`src/hw/fcp_pkg.sv`:
```
/*
 * fcp_pkg: constants and types of the flash command and protection front end.
 * Assumes: registers sit on a 32-bit APB bus, one register per aligned word.
 */
package fcp_pkg;

	// register indices; the byte address is four times the index
	localparam logic [11:0] FCP_CMD_IDX   = 12'hFF8;
	localparam logic [11:0] FCP_PAGE_IDX  = 12'hFF9;
	localparam logic [11:0] FCP_FREQ_IDX  = 12'hFFA;
	localparam logic [11:0] FCP_OPT_IDX   = 12'hFFB;
	localparam int          FCP_ADDR_W    = 14;

	// command bytes
	localparam logic [7:0]  FCP_CMD_RESET   = 8'h00;
	localparam logic [7:0]  FCP_CMD_UNLOCK1 = 8'h73;
	localparam logic [7:0]  FCP_CMD_UNLOCK2 = 8'h8C;
	localparam logic [7:0]  FCP_CMD_PAGE_ER = 8'h95;
	localparam logic [7:0]  FCP_CMD_MASS_ER = 8'h63;
	localparam logic [7:0]  FCP_CMD_PROT_SEL = 8'h5E;

	// reset values
	localparam logic [7:0]  FCP_CMD_RST   = 8'h00;
	localparam logic [7:0]  FCP_PAGE_RST  = 8'h00;
	localparam logic [7:0]  FCP_PROT_RST  = 8'h00;
	localparam logic [15:0] FCP_FREQ_RST  = 16'h0000;
	localparam logic [7:0]  FCP_OPT_RST   = 8'h00;

	// field positions
	localparam int FCP_PAGE_INFO_BIT  = 7;
	localparam int FCP_OPT_WP_BIT     = 0;
	localparam int FCP_STAT_REFUSED   = 7;
	localparam int FCP_STAT_PROT_SEL  = 6;
	localparam int FCP_SECTOR_MSB     = 6;
	localparam int FCP_SECTOR_LSB     = 4;

	// state codes shown in the status register, bits [2:0]
	localparam logic [2:0]  FCP_CODE_LOCKED   = 3'h0;
	localparam logic [2:0]  FCP_CODE_FIRST    = 3'h1;
	localparam logic [2:0]  FCP_CODE_SECOND   = 3'h2;
	localparam logic [2:0]  FCP_CODE_UNLOCKED = 3'h3;
	localparam logic [2:0]  FCP_CODE_BUSY     = 3'h4;

	typedef enum logic [4:0] {
		FCP_ST_LOCKED   = 5'b00001,
		FCP_ST_FIRST    = 5'b00010,
		FCP_ST_SECOND   = 5'b00100,
		FCP_ST_UNLOCKED = 5'b01000,
		FCP_ST_BUSY     = 5'b10000
	} fcp_state_type;

	// erase request towards the flash array
	typedef struct packed {
		logic       mass;
		logic       info_area;
		logic [6:0] page;
	} fcp_erase_type;

endpackage

```
`src/hw/fcp_ctrl.sv`:
```
/*
 * fcp_ctrl: flash command decoder, unlock sequencer, sector protection and
 * write-permit gating, reached over APB.
 * Assumes: the flash array is on clk, takes a one-cycle erase start pulse with
 * its request and answers with a one-cycle erase_done pulse; the debug unit
 * gives a one-cycle mass erase pulse on clk.
 */
// Behaviour
// - command 73H is unlock step one, 8CH must follow as step two.
// - unlocked and 95H written starts erase of the selected page.
// - unlocked and 63H written starts erase of the whole array when no sector is protected.
// - command 5EH routes page-select address to the sector protect register.
// - write-permit bit 0 low refuses programming, page and mass erase from software.
// - write-permit bit high allows programming everywhere and page erase only in unprotected sectors.
// - debug unit mass erase proceeds even with software writes disabled.
// - writes at FF8H hit the command register, reads return status.
// - page-select register at FF9H, read/write, reset zero, info bit and page.
// - any out-of-order command write relocks the controller; a page write relocks after either unlock step except a same-page rewrite, not once unlocked.
// - protect register bits only set; cleared only by reset.
`timescale 1ns/1ns
`default_nettype none

module fcp_ctrl
	import fcp_pkg::*;
(
	input  wire logic                  clk,
	input  wire logic                  reset,
	input  wire logic                  psel,
	input  wire logic                  penable,
	input  wire logic                  pwrite,
	input  wire logic [FCP_ADDR_W-1:0] paddr,
	input  wire logic [31:0]           pwdata,
	input  wire logic [3:0]            pstrb,
	output logic      [31:0]           prdata,
	output logic                       pready,
	output logic                       pslverr,
	input  wire logic                  debug_mass_erase,
	input  wire logic                  erase_done,
	output logic                       erase_start,
	output fcp_erase_type              erase_req,
	output logic                       program_enable,
	output logic      [7:0]            sector_protect,
	output logic      [15:0]           clock_khz_value
);

	function automatic logic hit(input logic [FCP_ADDR_W-1:0] a, input logic [11:0] idx);
		hit = (a == {idx, 2'b00});
	endfunction

	fcp_state_type state_r;
	fcp_state_type state_nxt;
	logic [7:0]    cmd_r;
	logic [7:0]    page_r;
	logic [7:0]    prot_r;
	logic [15:0]   freq_r;
	logic [7:0]    opt_r;
	logic          refused_r;
	logic [31:0]   prdata_r;
	logic          erase_start_r;
	fcp_erase_type erase_req_r;

	// bus decode
	wire logic       acc       = psel & penable;
	wire logic       setup     = psel & ~penable;
	wire logic       sel_cmd   = hit(paddr, FCP_CMD_IDX);
	wire logic       sel_page  = hit(paddr, FCP_PAGE_IDX);
	wire logic       sel_freq  = hit(paddr, FCP_FREQ_IDX);
	wire logic       sel_opt   = hit(paddr, FCP_OPT_IDX);
	wire logic       mapped    = sel_cmd | sel_page | sel_freq | sel_opt;
	wire logic       wr        = acc & pwrite & mapped;
	wire logic       wr_cmd    = wr & sel_cmd & pstrb[0];
	wire logic       wr_page   = wr & sel_page & pstrb[0];
	wire logic [7:0] wbyte     = pwdata[7:0];

	// protect select follows the last command byte held in the command register
	wire logic       prot_sel  = (cmd_r == FCP_CMD_PROT_SEL);
	// page address reaches protect register while selected
	wire logic       wr_prot   = wr_page & prot_sel;
	wire logic       wr_pnum   = wr_page & ~prot_sel;

	wire logic       permit    = opt_r[FCP_OPT_WP_BIT];
	wire logic [2:0] sector    = page_r[FCP_SECTOR_MSB:FCP_SECTOR_LSB];
	wire logic       page_prot = prot_r[sector];
	wire logic       is_busy   = (state_r == FCP_ST_BUSY);

	wire logic       cmd_page  = wr_cmd & (wbyte == FCP_CMD_PAGE_ER) & (state_r == FCP_ST_UNLOCKED);
	wire logic       cmd_mass  = wr_cmd & (wbyte == FCP_CMD_MASS_ER) & (state_r == FCP_ST_UNLOCKED);
	wire logic       go_page   = cmd_page & permit & ~page_prot;
	wire logic       go_mass   = cmd_mass & permit & (prot_r == FCP_PROT_RST);
	// debug mass erase ignores the write-permit bit
	wire logic       go_debug  = debug_mass_erase & ~is_busy & ~go_page & ~go_mass;
	wire logic       refuse    = (cmd_page & ~go_page) | (cmd_mass & ~go_mass);

	logic [2:0] state_code;
	always_comb begin
		case (state_r)
			FCP_ST_LOCKED:   state_code = FCP_CODE_LOCKED;
			FCP_ST_FIRST:    state_code = FCP_CODE_FIRST;
			FCP_ST_SECOND:   state_code = FCP_CODE_SECOND;
			FCP_ST_UNLOCKED: state_code = FCP_CODE_UNLOCKED;
			FCP_ST_BUSY:     state_code = FCP_CODE_BUSY;
			default:         state_code = FCP_CODE_LOCKED;
		endcase
	end

	wire logic [7:0] status = {refused_r, prot_sel, 3'h0, state_code};

	// one address, write goes to command, read returns status
	wire logic [7:0] page_view = prot_sel ? prot_r : page_r;
	wire logic [31:0] rd_mux = sel_cmd  ? {24'h000000, status} :
	                           sel_page ? {24'h000000, page_view} :
	                           sel_freq ? {16'h0000, freq_r} :
	                           sel_opt  ? {24'h000000, opt_r} : 32'h00000000;

	// unlock sequencer
	always_comb begin
		state_nxt = state_r;
		case (state_r)
			FCP_ST_LOCKED: begin
				if (wr_cmd && wbyte == FCP_CMD_UNLOCK1) begin
					state_nxt = FCP_ST_FIRST;
				end
			end
			FCP_ST_FIRST: begin
				// any command or page write but the second byte relocks
				if (wr_cmd && wbyte == FCP_CMD_UNLOCK2) begin
					state_nxt = FCP_ST_SECOND;
				end else if (wr_cmd || wr_page) begin
					state_nxt = FCP_ST_LOCKED;
				end
			end
			FCP_ST_SECOND: begin
				// only a rewrite of the same page completes the unlock
				if (wr_pnum && wbyte == page_r) begin
					state_nxt = FCP_ST_UNLOCKED;
				end else if (wr_cmd || wr_page) begin
					state_nxt = FCP_ST_LOCKED;
				end
			end
			FCP_ST_UNLOCKED: begin
				if (go_page || go_mass) begin
					state_nxt = FCP_ST_BUSY;
				end else if (wr_cmd || wr_prot) begin
					state_nxt = FCP_ST_LOCKED;
				end
			end
			FCP_ST_BUSY: begin
				if (erase_done) begin
					state_nxt = FCP_ST_LOCKED;
				end
			end
			default: state_nxt = FCP_ST_LOCKED;
		endcase
		if (go_debug) begin
			state_nxt = FCP_ST_BUSY;
		end
	end

	always_ff @(posedge clk) begin
		if (reset) begin
			state_r <= FCP_ST_LOCKED;
		end else begin
			state_r <= state_nxt;
		end
	end

	always_ff @(posedge clk) begin
		if (reset) begin
			cmd_r <= FCP_CMD_RST;
		end else if (wr_cmd) begin
			cmd_r <= wbyte;
		end
	end

	always_ff @(posedge clk) begin
		if (reset) begin
			page_r <= FCP_PAGE_RST;
		end else if (wr_pnum) begin
			page_r <= wbyte;
		end
	end

	always_ff @(posedge clk) begin
		if (reset) begin
			prot_r <= FCP_PROT_RST;
		end else if (wr_prot) begin
			prot_r <= prot_r | wbyte;
		end
	end

	// kilohertz value, byte lanes 0 and 1
	always_ff @(posedge clk) begin
		if (reset) begin
			freq_r <= FCP_FREQ_RST;
		end else if (wr && sel_freq) begin
			if (pstrb[0]) begin
				freq_r[7:0] <= pwdata[7:0];
			end
			if (pstrb[1]) begin
				freq_r[15:8] <= pwdata[15:8];
			end
		end
	end

	// option copy, reserved bit 1 held at zero
	always_ff @(posedge clk) begin
		if (reset) begin
			opt_r <= FCP_OPT_RST;
		end else if (wr && sel_opt && pstrb[0]) begin
			opt_r <= {6'h00, 1'b0, wbyte[FCP_OPT_WP_BIT]};
		end
	end

	// refused flag, a new refusal wins over the clearing command write
	always_ff @(posedge clk) begin
		if (reset) begin
			refused_r <= 1'b0;
		end else if (refuse) begin
			refused_r <= 1'b1;
		end else if (wr_cmd) begin
			refused_r <= 1'b0;
		end
	end

	// erase launch towards the array
	always_ff @(posedge clk) begin
		if (reset) begin
			erase_start_r <= 1'b0;
			erase_req_r   <= '0;
		end else begin
			erase_start_r <= go_page | go_mass | go_debug;
			if (go_page || go_mass || go_debug) begin
				erase_req_r.mass      <= ~go_page;
				erase_req_r.info_area <= page_r[FCP_PAGE_INFO_BIT];
				erase_req_r.page      <= page_r[6:0];
			end
		end
	end

	// read data is captured in the setup cycle
	always_ff @(posedge clk) begin
		if (reset) begin
			prdata_r <= 32'h00000000;
		end else if (setup && !pwrite) begin
			prdata_r <= rd_mux;
		end
	end

	assign pready          = 1'b1;
	assign pslverr         = acc & ~mapped;
	assign prdata          = prdata_r;
	assign erase_start     = erase_start_r;
	assign erase_req       = erase_req_r;
	// byte programming allowed only when unlocked and permitted
	assign program_enable  = (state_r == FCP_ST_UNLOCKED) & permit;
	assign sector_protect  = prot_r;
	assign clock_khz_value = freq_r;

endmodule

`default_nettype wire

```
`config.mk`:
```
export PLATFORM = sky130hd
export DESIGN_NAME = fcp_ctrl
export DESIGN_NICKNAME = d
export VERILOG_FILES = /design/src/hw/fcp_pkg.sv /design/src/hw/fcp_ctrl.sv
export SDC_FILE = /design/constraint.sdc
export NUM_CORES = 1
export LEC_CHECK = 0
export ABC_AREA = 1
export BUFFER_PORTS_ARGS = -buffer_cell sky130_fd_sc_hd__clkbuf_2
export CORE_MARGIN = 2
export CORE_UTILIZATION = 35
export CTS_CLUSTER_DIAMETER = 60
export DETAILED_ROUTE_END_ITERATION = 12
export PLACE_DENSITY_LB_ADDON = 0.08
export SLEW_MARGIN = 15
export SYNTH_ARGS = -nofsm -noshare
export SYNTH_HDL_FRONTEND = slang
export SYNTH_SLANG_ARGS = --single-unit
```
`constraint.sdc`:
```
create_clock -name clk -period 1.47 [get_ports clk]
set_input_delay 0.147 -clock clk [delete_from_list [all_inputs] [get_ports clk]]
set_output_delay 0.147 -clock clk [all_outputs]
set_load 0.02 [all_outputs]
```
==> impl_results.md, run 1 <==
* Slowest-stage cell, CP: dfxtp_2
* Vias in the first global route at around 3800
* Synth-to-layout area growth at 60.6%
* Cell Rows at 37
* Synthesized flop and latch total at between 70 and 80
* Routed Antenna Nets at 0
* Design area at 5920 um^2
* Async set or reset register ratio after synthesis at 0%
* Post-synth EDFFs at 0
* CP Launch Type: flop
* Die Span Y at approximately 110 um
* Total Routing Usage GR at about 22%
* Area leader, netlist: dfxtp_1
* Largest net degree at the start of global routing at 38
* Worst path bufs/invs at 3
* Total negative slack at -5.50 ns
* CTS sink cnt at between 70 and 80
* Most common cell in the netlist: nand2_1
* Area of all sequential standard cells at roughly 1500 um^2
* Core footprint at just over 10000 um^2
* Ranking of synthesized cells by area: dfxtp_1, a21oi_1, nand2_1
* Initial drt markers at about 180
* Worst min path class: in -> reg
* DR vias/cell at between 4 and 5
* Period utilization at 122%
* Grt ovf at 0
* Total number of vias at around 4100
* Inserted Diodes at 0
* DRC viols at 0
* Crit path required time at 1.76 ns
* Total chip power at between 0.004 and 0.005 W
* First-pass GRT wire length at just under 20000 um
* Port Buffers at 90
* Placer Congestion at approximately 0.86
* Root buffer cell: clkbuf_8
* Crit path cell chain: nor2_4, nand4_1, buf_6, buf_12, nor3_4, nand4_4, nand3_4, buf_6, o21ai_2, a21oi_2
* Max-Cap Viols at 0
* RSZ-0062 raised after global routing: true
* Commonest cells post-synth: nand2_1, dfxtp_1, a21oi_1
* Die X-Extent at 107 um
* Area share of the largest cell type after synthesis at between 30% and 40%
* Syn Area/Cell at 7.28 um^2
* Mapped Cells at about 510
* Final setup violation count at 31
* # hold bufs at CTS at 0
* Top delay family on crit path: simple AND/OR/NAND/NOR gates
* Final WL at around 13000 um
* Cell mode on critical path: buf_6
* Placed cell area at ~5000 um^2
* First-pass iteration count of the detailed router at 4
* Area of the multi-input gates at roughly 2300 um^2
* Ys flop type: dfxtp_1
* CTS tree: done
* Die area at roughly 11000 um^2
* Status: finished with violations
* Static leakage at approximately 2.7 nW
* Final worst slack at -0.319 ns
* Starting Density at roughly 36%
* Dpl hpwl at between 9000 and 10000 um
* Reg clk slew, reported paths at roughly 0.08 ns
* Cell area after synthesis at about 3700 um^2
* Io pins at roughly 130
* Failing checks: negative setup slack
* Critical path class: reg -> reg
* Slew Viols, Final at 0
* Final net count at approximately 770
* Sequential area share after synthesis at between 30 and 40%
* Arr. time, crit path at ~2.1 ns
* Max Clk Rate at 559 MHz
* Synth warnings at 0
* Max stage delay on crit path at 0.34 ns
* Min Clock Period, post-route at around 1.8 ns
* CP Max Fanout at 6
* Maximum vdd ir drop at between 0.0004 and 0.0005 V
* CTS H-Tree Depth at 3
* Critical path capture point type: flop
* Number of distinct library cells after synthesis at just over 40
* Clk buf depth at 2
* TritonCTS Buffers at 9
* Layout cells sized above 1 at 49.1%
* Avg WL per Cell at 14.9 um
* Initial antenna violation count at 0
* Clk_skew at about 0.0083 ns
* Clk_lat worst skew at 0.36 ns
* Util after Layout at between 50% and 60%
* PD cells at 764 nW/um^2
* Final Hold Vio Count at 0
* Filler cell count at slightly below 1000
state kept, by name (all words and copies together), names as in the netlist, 5 cells and up:
| name | count |
|---|---|
| clock_khz_value | 16 |
| cmd_r | 8 |
| erase_req | 9 |
| page_r | 8 |
| prdata | 16 |
| sector_protect | 8 |
| state_r | 5 |
area by class of cell:
type | count | share of cell area (%)
Inverter | 65 | 4.46
Multi-Input combinational cell | 347 | 38.2
Sequential cell | 73 | 24.8
Clock buffer | 9 | 2.09
Timing Repair Buffer | 212 | 25.4
Clock inverter | 7 | 2.09
Tap cell | 136 | 2.87
power breakdown:
part	switching, W	internal (W)	total [W]
registers	0.0000185	0.00200	0.00202
clock network	0.000817	0.00114	0.00196
logic	0.000327	0.000223	0.000550
total	0.00116	0.00336	0.00453
stage by stage:
| step | std cells | hold slack, ns | setup WS, ns |
|---|---|---|---|
| finish | 849 | 0.0135 | -0.319 |
| global route | 849 | 0.0115 | -0.388 |
| CTS | 841 | 0.00364 | -0.307 |
| detailed placement | 814 | 0.389 | -0.348 |
| global placement | 814 | 0.380 | -0.332 |
| floorplan | 522 | 0.291 | -0.0943 |
path summary, 6_finish.rpt:
path	start	endpoint	slack, ns	depth (start not counted)
setup / recovery	state_r[1]	erase_req[7]	-0.32	10
hold / removal	pwdata[13]	clock_khz_value[13]	0.01	3
setup reg to reg	state_r[1]	erase_req[7]	-0.32	10
hold reg to reg	cmd_r[5]	cmd_r[5]	0.47	2
repair_timing:
action / CTS / global route
gates resized for setup: 81 / 67
gates cloned: 1 / 1
pin swaps: 23 / 24
setup buffers: 10 / 10
endpoints found under the setup margin: 41 / 64
kinds of logic (layout without fill, tap and decap cells):
logic type,Yosys count,after routing,synth area share (%)
and+or+nand+nor,197,197,27.3
AOI/OAI and AO/OA,125,125,18.2
buffers and inverters,102,293,12.7
DFF,73,73,39.6
other,2,17,0.204
xor gates and xnor gates,8,8,1.90
placed cells by master (no fill, tap or decap), types with 5 or more instances in the layout:
master	Yosys	layout
buf_4	17	102
clkbuf_2	0	89
nand2_1	85	69
dfxtp_1	73	67
a21oi_1	67	53
inv_1	61	50
nand3_1	31	26
nor2_1	32	23
a21oi_2	4	17
conb_1	2	17
nand2_4	4	14
o21ai_0	37	14
buf_6	2	13
o21ai_2	0	12
o21ai_1	5	12
nand2_2	5	11
nor2_2	3	9
inv_2	3	9
nand4_1	9	9
clkbuf_8	0	9
xnor2_1	8	8
nor2_4	3	6
dfxtp_2	0	6
nand3_2	3	5
worst min-delay path: cells and delay by family:
| family | cells | cell delay (ns) |
|---|---|---|
| buffers and inverters | 1 | 0.08 |
| AND/OR/NAND/NOR | 1 | 0.05 |
| AO/OA/AOI/OAI | 1 | 0.05 |
routing by layer:
| layer | vias up | global-route usage, % | wire length, um |
|---|---|---|---|
| met5 | - | 0 | 0 |
| met3 | 13 | 3.89 | 609 |
| li1 | 2051 | - | - |
| met2 | 101 | 35.4 | 6060 |
| met1 | 1906 | 30.6 | 5870 |
| met4 | 0 | 6.96 | 133 |
No activity file was read; power rests on OpenSTA's default activity.
==> inputs of run 2 (changes only) <==
==> constraint.sdc (replaced) <==
create_clock -name clk -period 1.47 [get_ports clk]
set_input_delay 0.294 -clock clk [delete_from_list [all_inputs] [get_ports clk]]
set_output_delay 0.294 -clock clk [all_outputs]
set_load 0.02 [all_outputs]
==> impl_results.md, run 2 (synthesis gave the netlist of run 1 again) <==
* Status: finished with violations
* Failing checks: negative setup slack
* Worst path depth at 9
* Hold path cells at 3
* Clk buf depth at 2
* Grt ovf at 0
* Layout cells sized above 1 at 49.2%
* Placer Congestion at 0.861
* Arr. time, crit path at around 2 ns
* Initial drt markers at 208
* Clk_skew at roughly 0.01 ns
* # hold bufs at CTS at 0
* Filler cell count at approximately 1000
* Final WL at 12700 um
* Dpl hpwl at 9220 um
* Die X-Extent at ~110 um
* Period utilization at 117%
* Clk_lat worst skew at 0.36 ns
* Die area at roughly 11000 um^2
* Slew Viols, Final at 0
* First-pass iteration count of the detailed router at 5
* CP Max Fanout at 6
* Reg clk slew, reported paths at about 0.080 ns
* Final std cells w/o fill at between 800 and 900
* Top delay family on crit path: simple AND/OR/NAND/NOR gates
* Crit path cell chain: nor2_4, nand4_1, buf_6, nor3_4, nand4_4, nand3_4, buf_6, o21ai_1, a21oi_1
* Placed cells at roughly 810
* Maximum vdd ir drop at between 0.0006 and 0.0007 V
* Crit path required time at between 1.5 and 2 ns
* Final worst slack at -0.253 ns
* Final Hold Vio Count at 0
* Max stage delay on crit path at approximately 0.34 ns
* Max Clk Rate at roughly 580 MHz
* Total number of vias at 4131
* Root buffer cell: clkbuf_8
* Commonest non-fill, non-tap cell in the layout: buf_4
* Port Buffers at 90
* Cell mode on critical path: buf_6
* CP Launch Type: flop
* Total Routing Usage GR at about 22%
* Total chip power at 0.00433 W
* CTS tree: done
* Area of the multi-input gates at ~2200 um^2
* Max-Cap Viols at 0
* Core footprint at 10300 um^2
* CTS H-Tree Depth at 3
* TritonCTS Buffers at 9
* PD cells at between 700 and 800 nW/um^2
* Largest net degree at the start of global routing at 38
* R2r worst-path depth at 9
* Die Span Y at ~110 um
* Worst min path class: in -> reg
* Area of all sequential standard cells at approximately 1500 um^2
* Slowest-stage cell, CP: dfxtp_2
* Synth-to-layout area growth at 59.5%
* RSZ-0062 raised after global routing: true
* Io pins at 126
* Routed Antenna Nets at 0
* DR vias/cell at just under 5
* Most frequent cells in the layout: buf_4, clkbuf_2, dfxtp_1
* Avg WL per Cell at around 15 um
* Starting Density at about 36%
* Util after Layout at between 50% and 60%
* DRC viols at 0
* CTS sink cnt at 73
* Min Clock Period, post-route at around 1.7 ns
* Cell Rows at 37
* First-pass GRT wire length at slightly below 20000 um
* Critical path class: reg -> reg
* Inserted Diodes at 0
* Worst path bufs/invs at 2
* Final setup violation count at 38
* Critical path capture point type: flop
* Initial antenna violation count at 0
* Vias in the first global route at between 3000 and 4000
* Final net count at ~760
* Static leakage at roughly 2.7 nW
==> run 2: layout make-up <==
cell class / count / area share, %
tap: 136 / 2.89
inverter: 65 / 4.31
timing repair buffer: 210 / 26.0
sequential: 73 / 25.0
multi-input combinational: 347 / 38.1
clock inverter: 6 / 1.57
clock buffer: 10 / 2.17
==> run 2: worst reg2reg max path, cell delays in order, from the launching register on <==
cell	delay [ns]
dfxtp_2	0.34
nor2_4	0.10
nand4_1	0.13
buf_6	0.17
nor3_4	0.26
nand4_4	0.16
nand3_4	0.18
buf_6	0.14
o21ai_1	0.06
a21oi_1	0.11
==> run 2: what timing repair did <==
item / 4_1_cts / 5_1_grt
pin swaps: 26 / 41
setup buffers: 13 / 5
cloned: 2 / 1
endpoints found under the hold margin: 0 / 0
resized for setup: 76 / 103
setup endpoints to repair: 50 / 73
==> run 2: final timing paths <==
path                    from                  end  slack (ns)
setup reg to reg  state_r[0]         erase_req[2]       -0.25
hold / removal    pwdata[13]  clock_khz_value[13]        0.16
hold reg to reg    prdata[5]            prdata[5]        0.47
setup / recovery  state_r[0]         erase_req[2]       -0.25
==> run 2: metal layers <==
metal  vias to the layer above  wire [um]  global-route usage, %
met1                      1948       5810                   30.2
met2                       126       5910                   35.3
met3                        17        727                   3.53
met5                         -          0                      0
met4                         0        254                   8.53
li1                       2040          -                      -
==> run 2: power breakdown <==
group	internal, W	switching, W
Combinational	0.000225	0.000316
Sequential	0.00200	0.0000170
Clock	0.000961	0.000815
Total	0.00319	0.00115
==> run 2: through the flow <==
step | TNS [ns] | worst slack, ns | area, um^2 | hold WS (ns)
5_1_grt | -9.05 | -0.335 | 5890 | 0.158
3_5_place_dp | -24.42 | -0.464 | 4930 | 0.448
2_1_floorplan | -6.33 | -0.223 | 3750 | 0.424
3_3_place_gp | -22.40 | -0.414 | 4930 | 0.435
4_1_cts | -3.64 | -0.244 | 5490 | 0.141
6_report | -4.78 | -0.253 | 5890 | 0.160
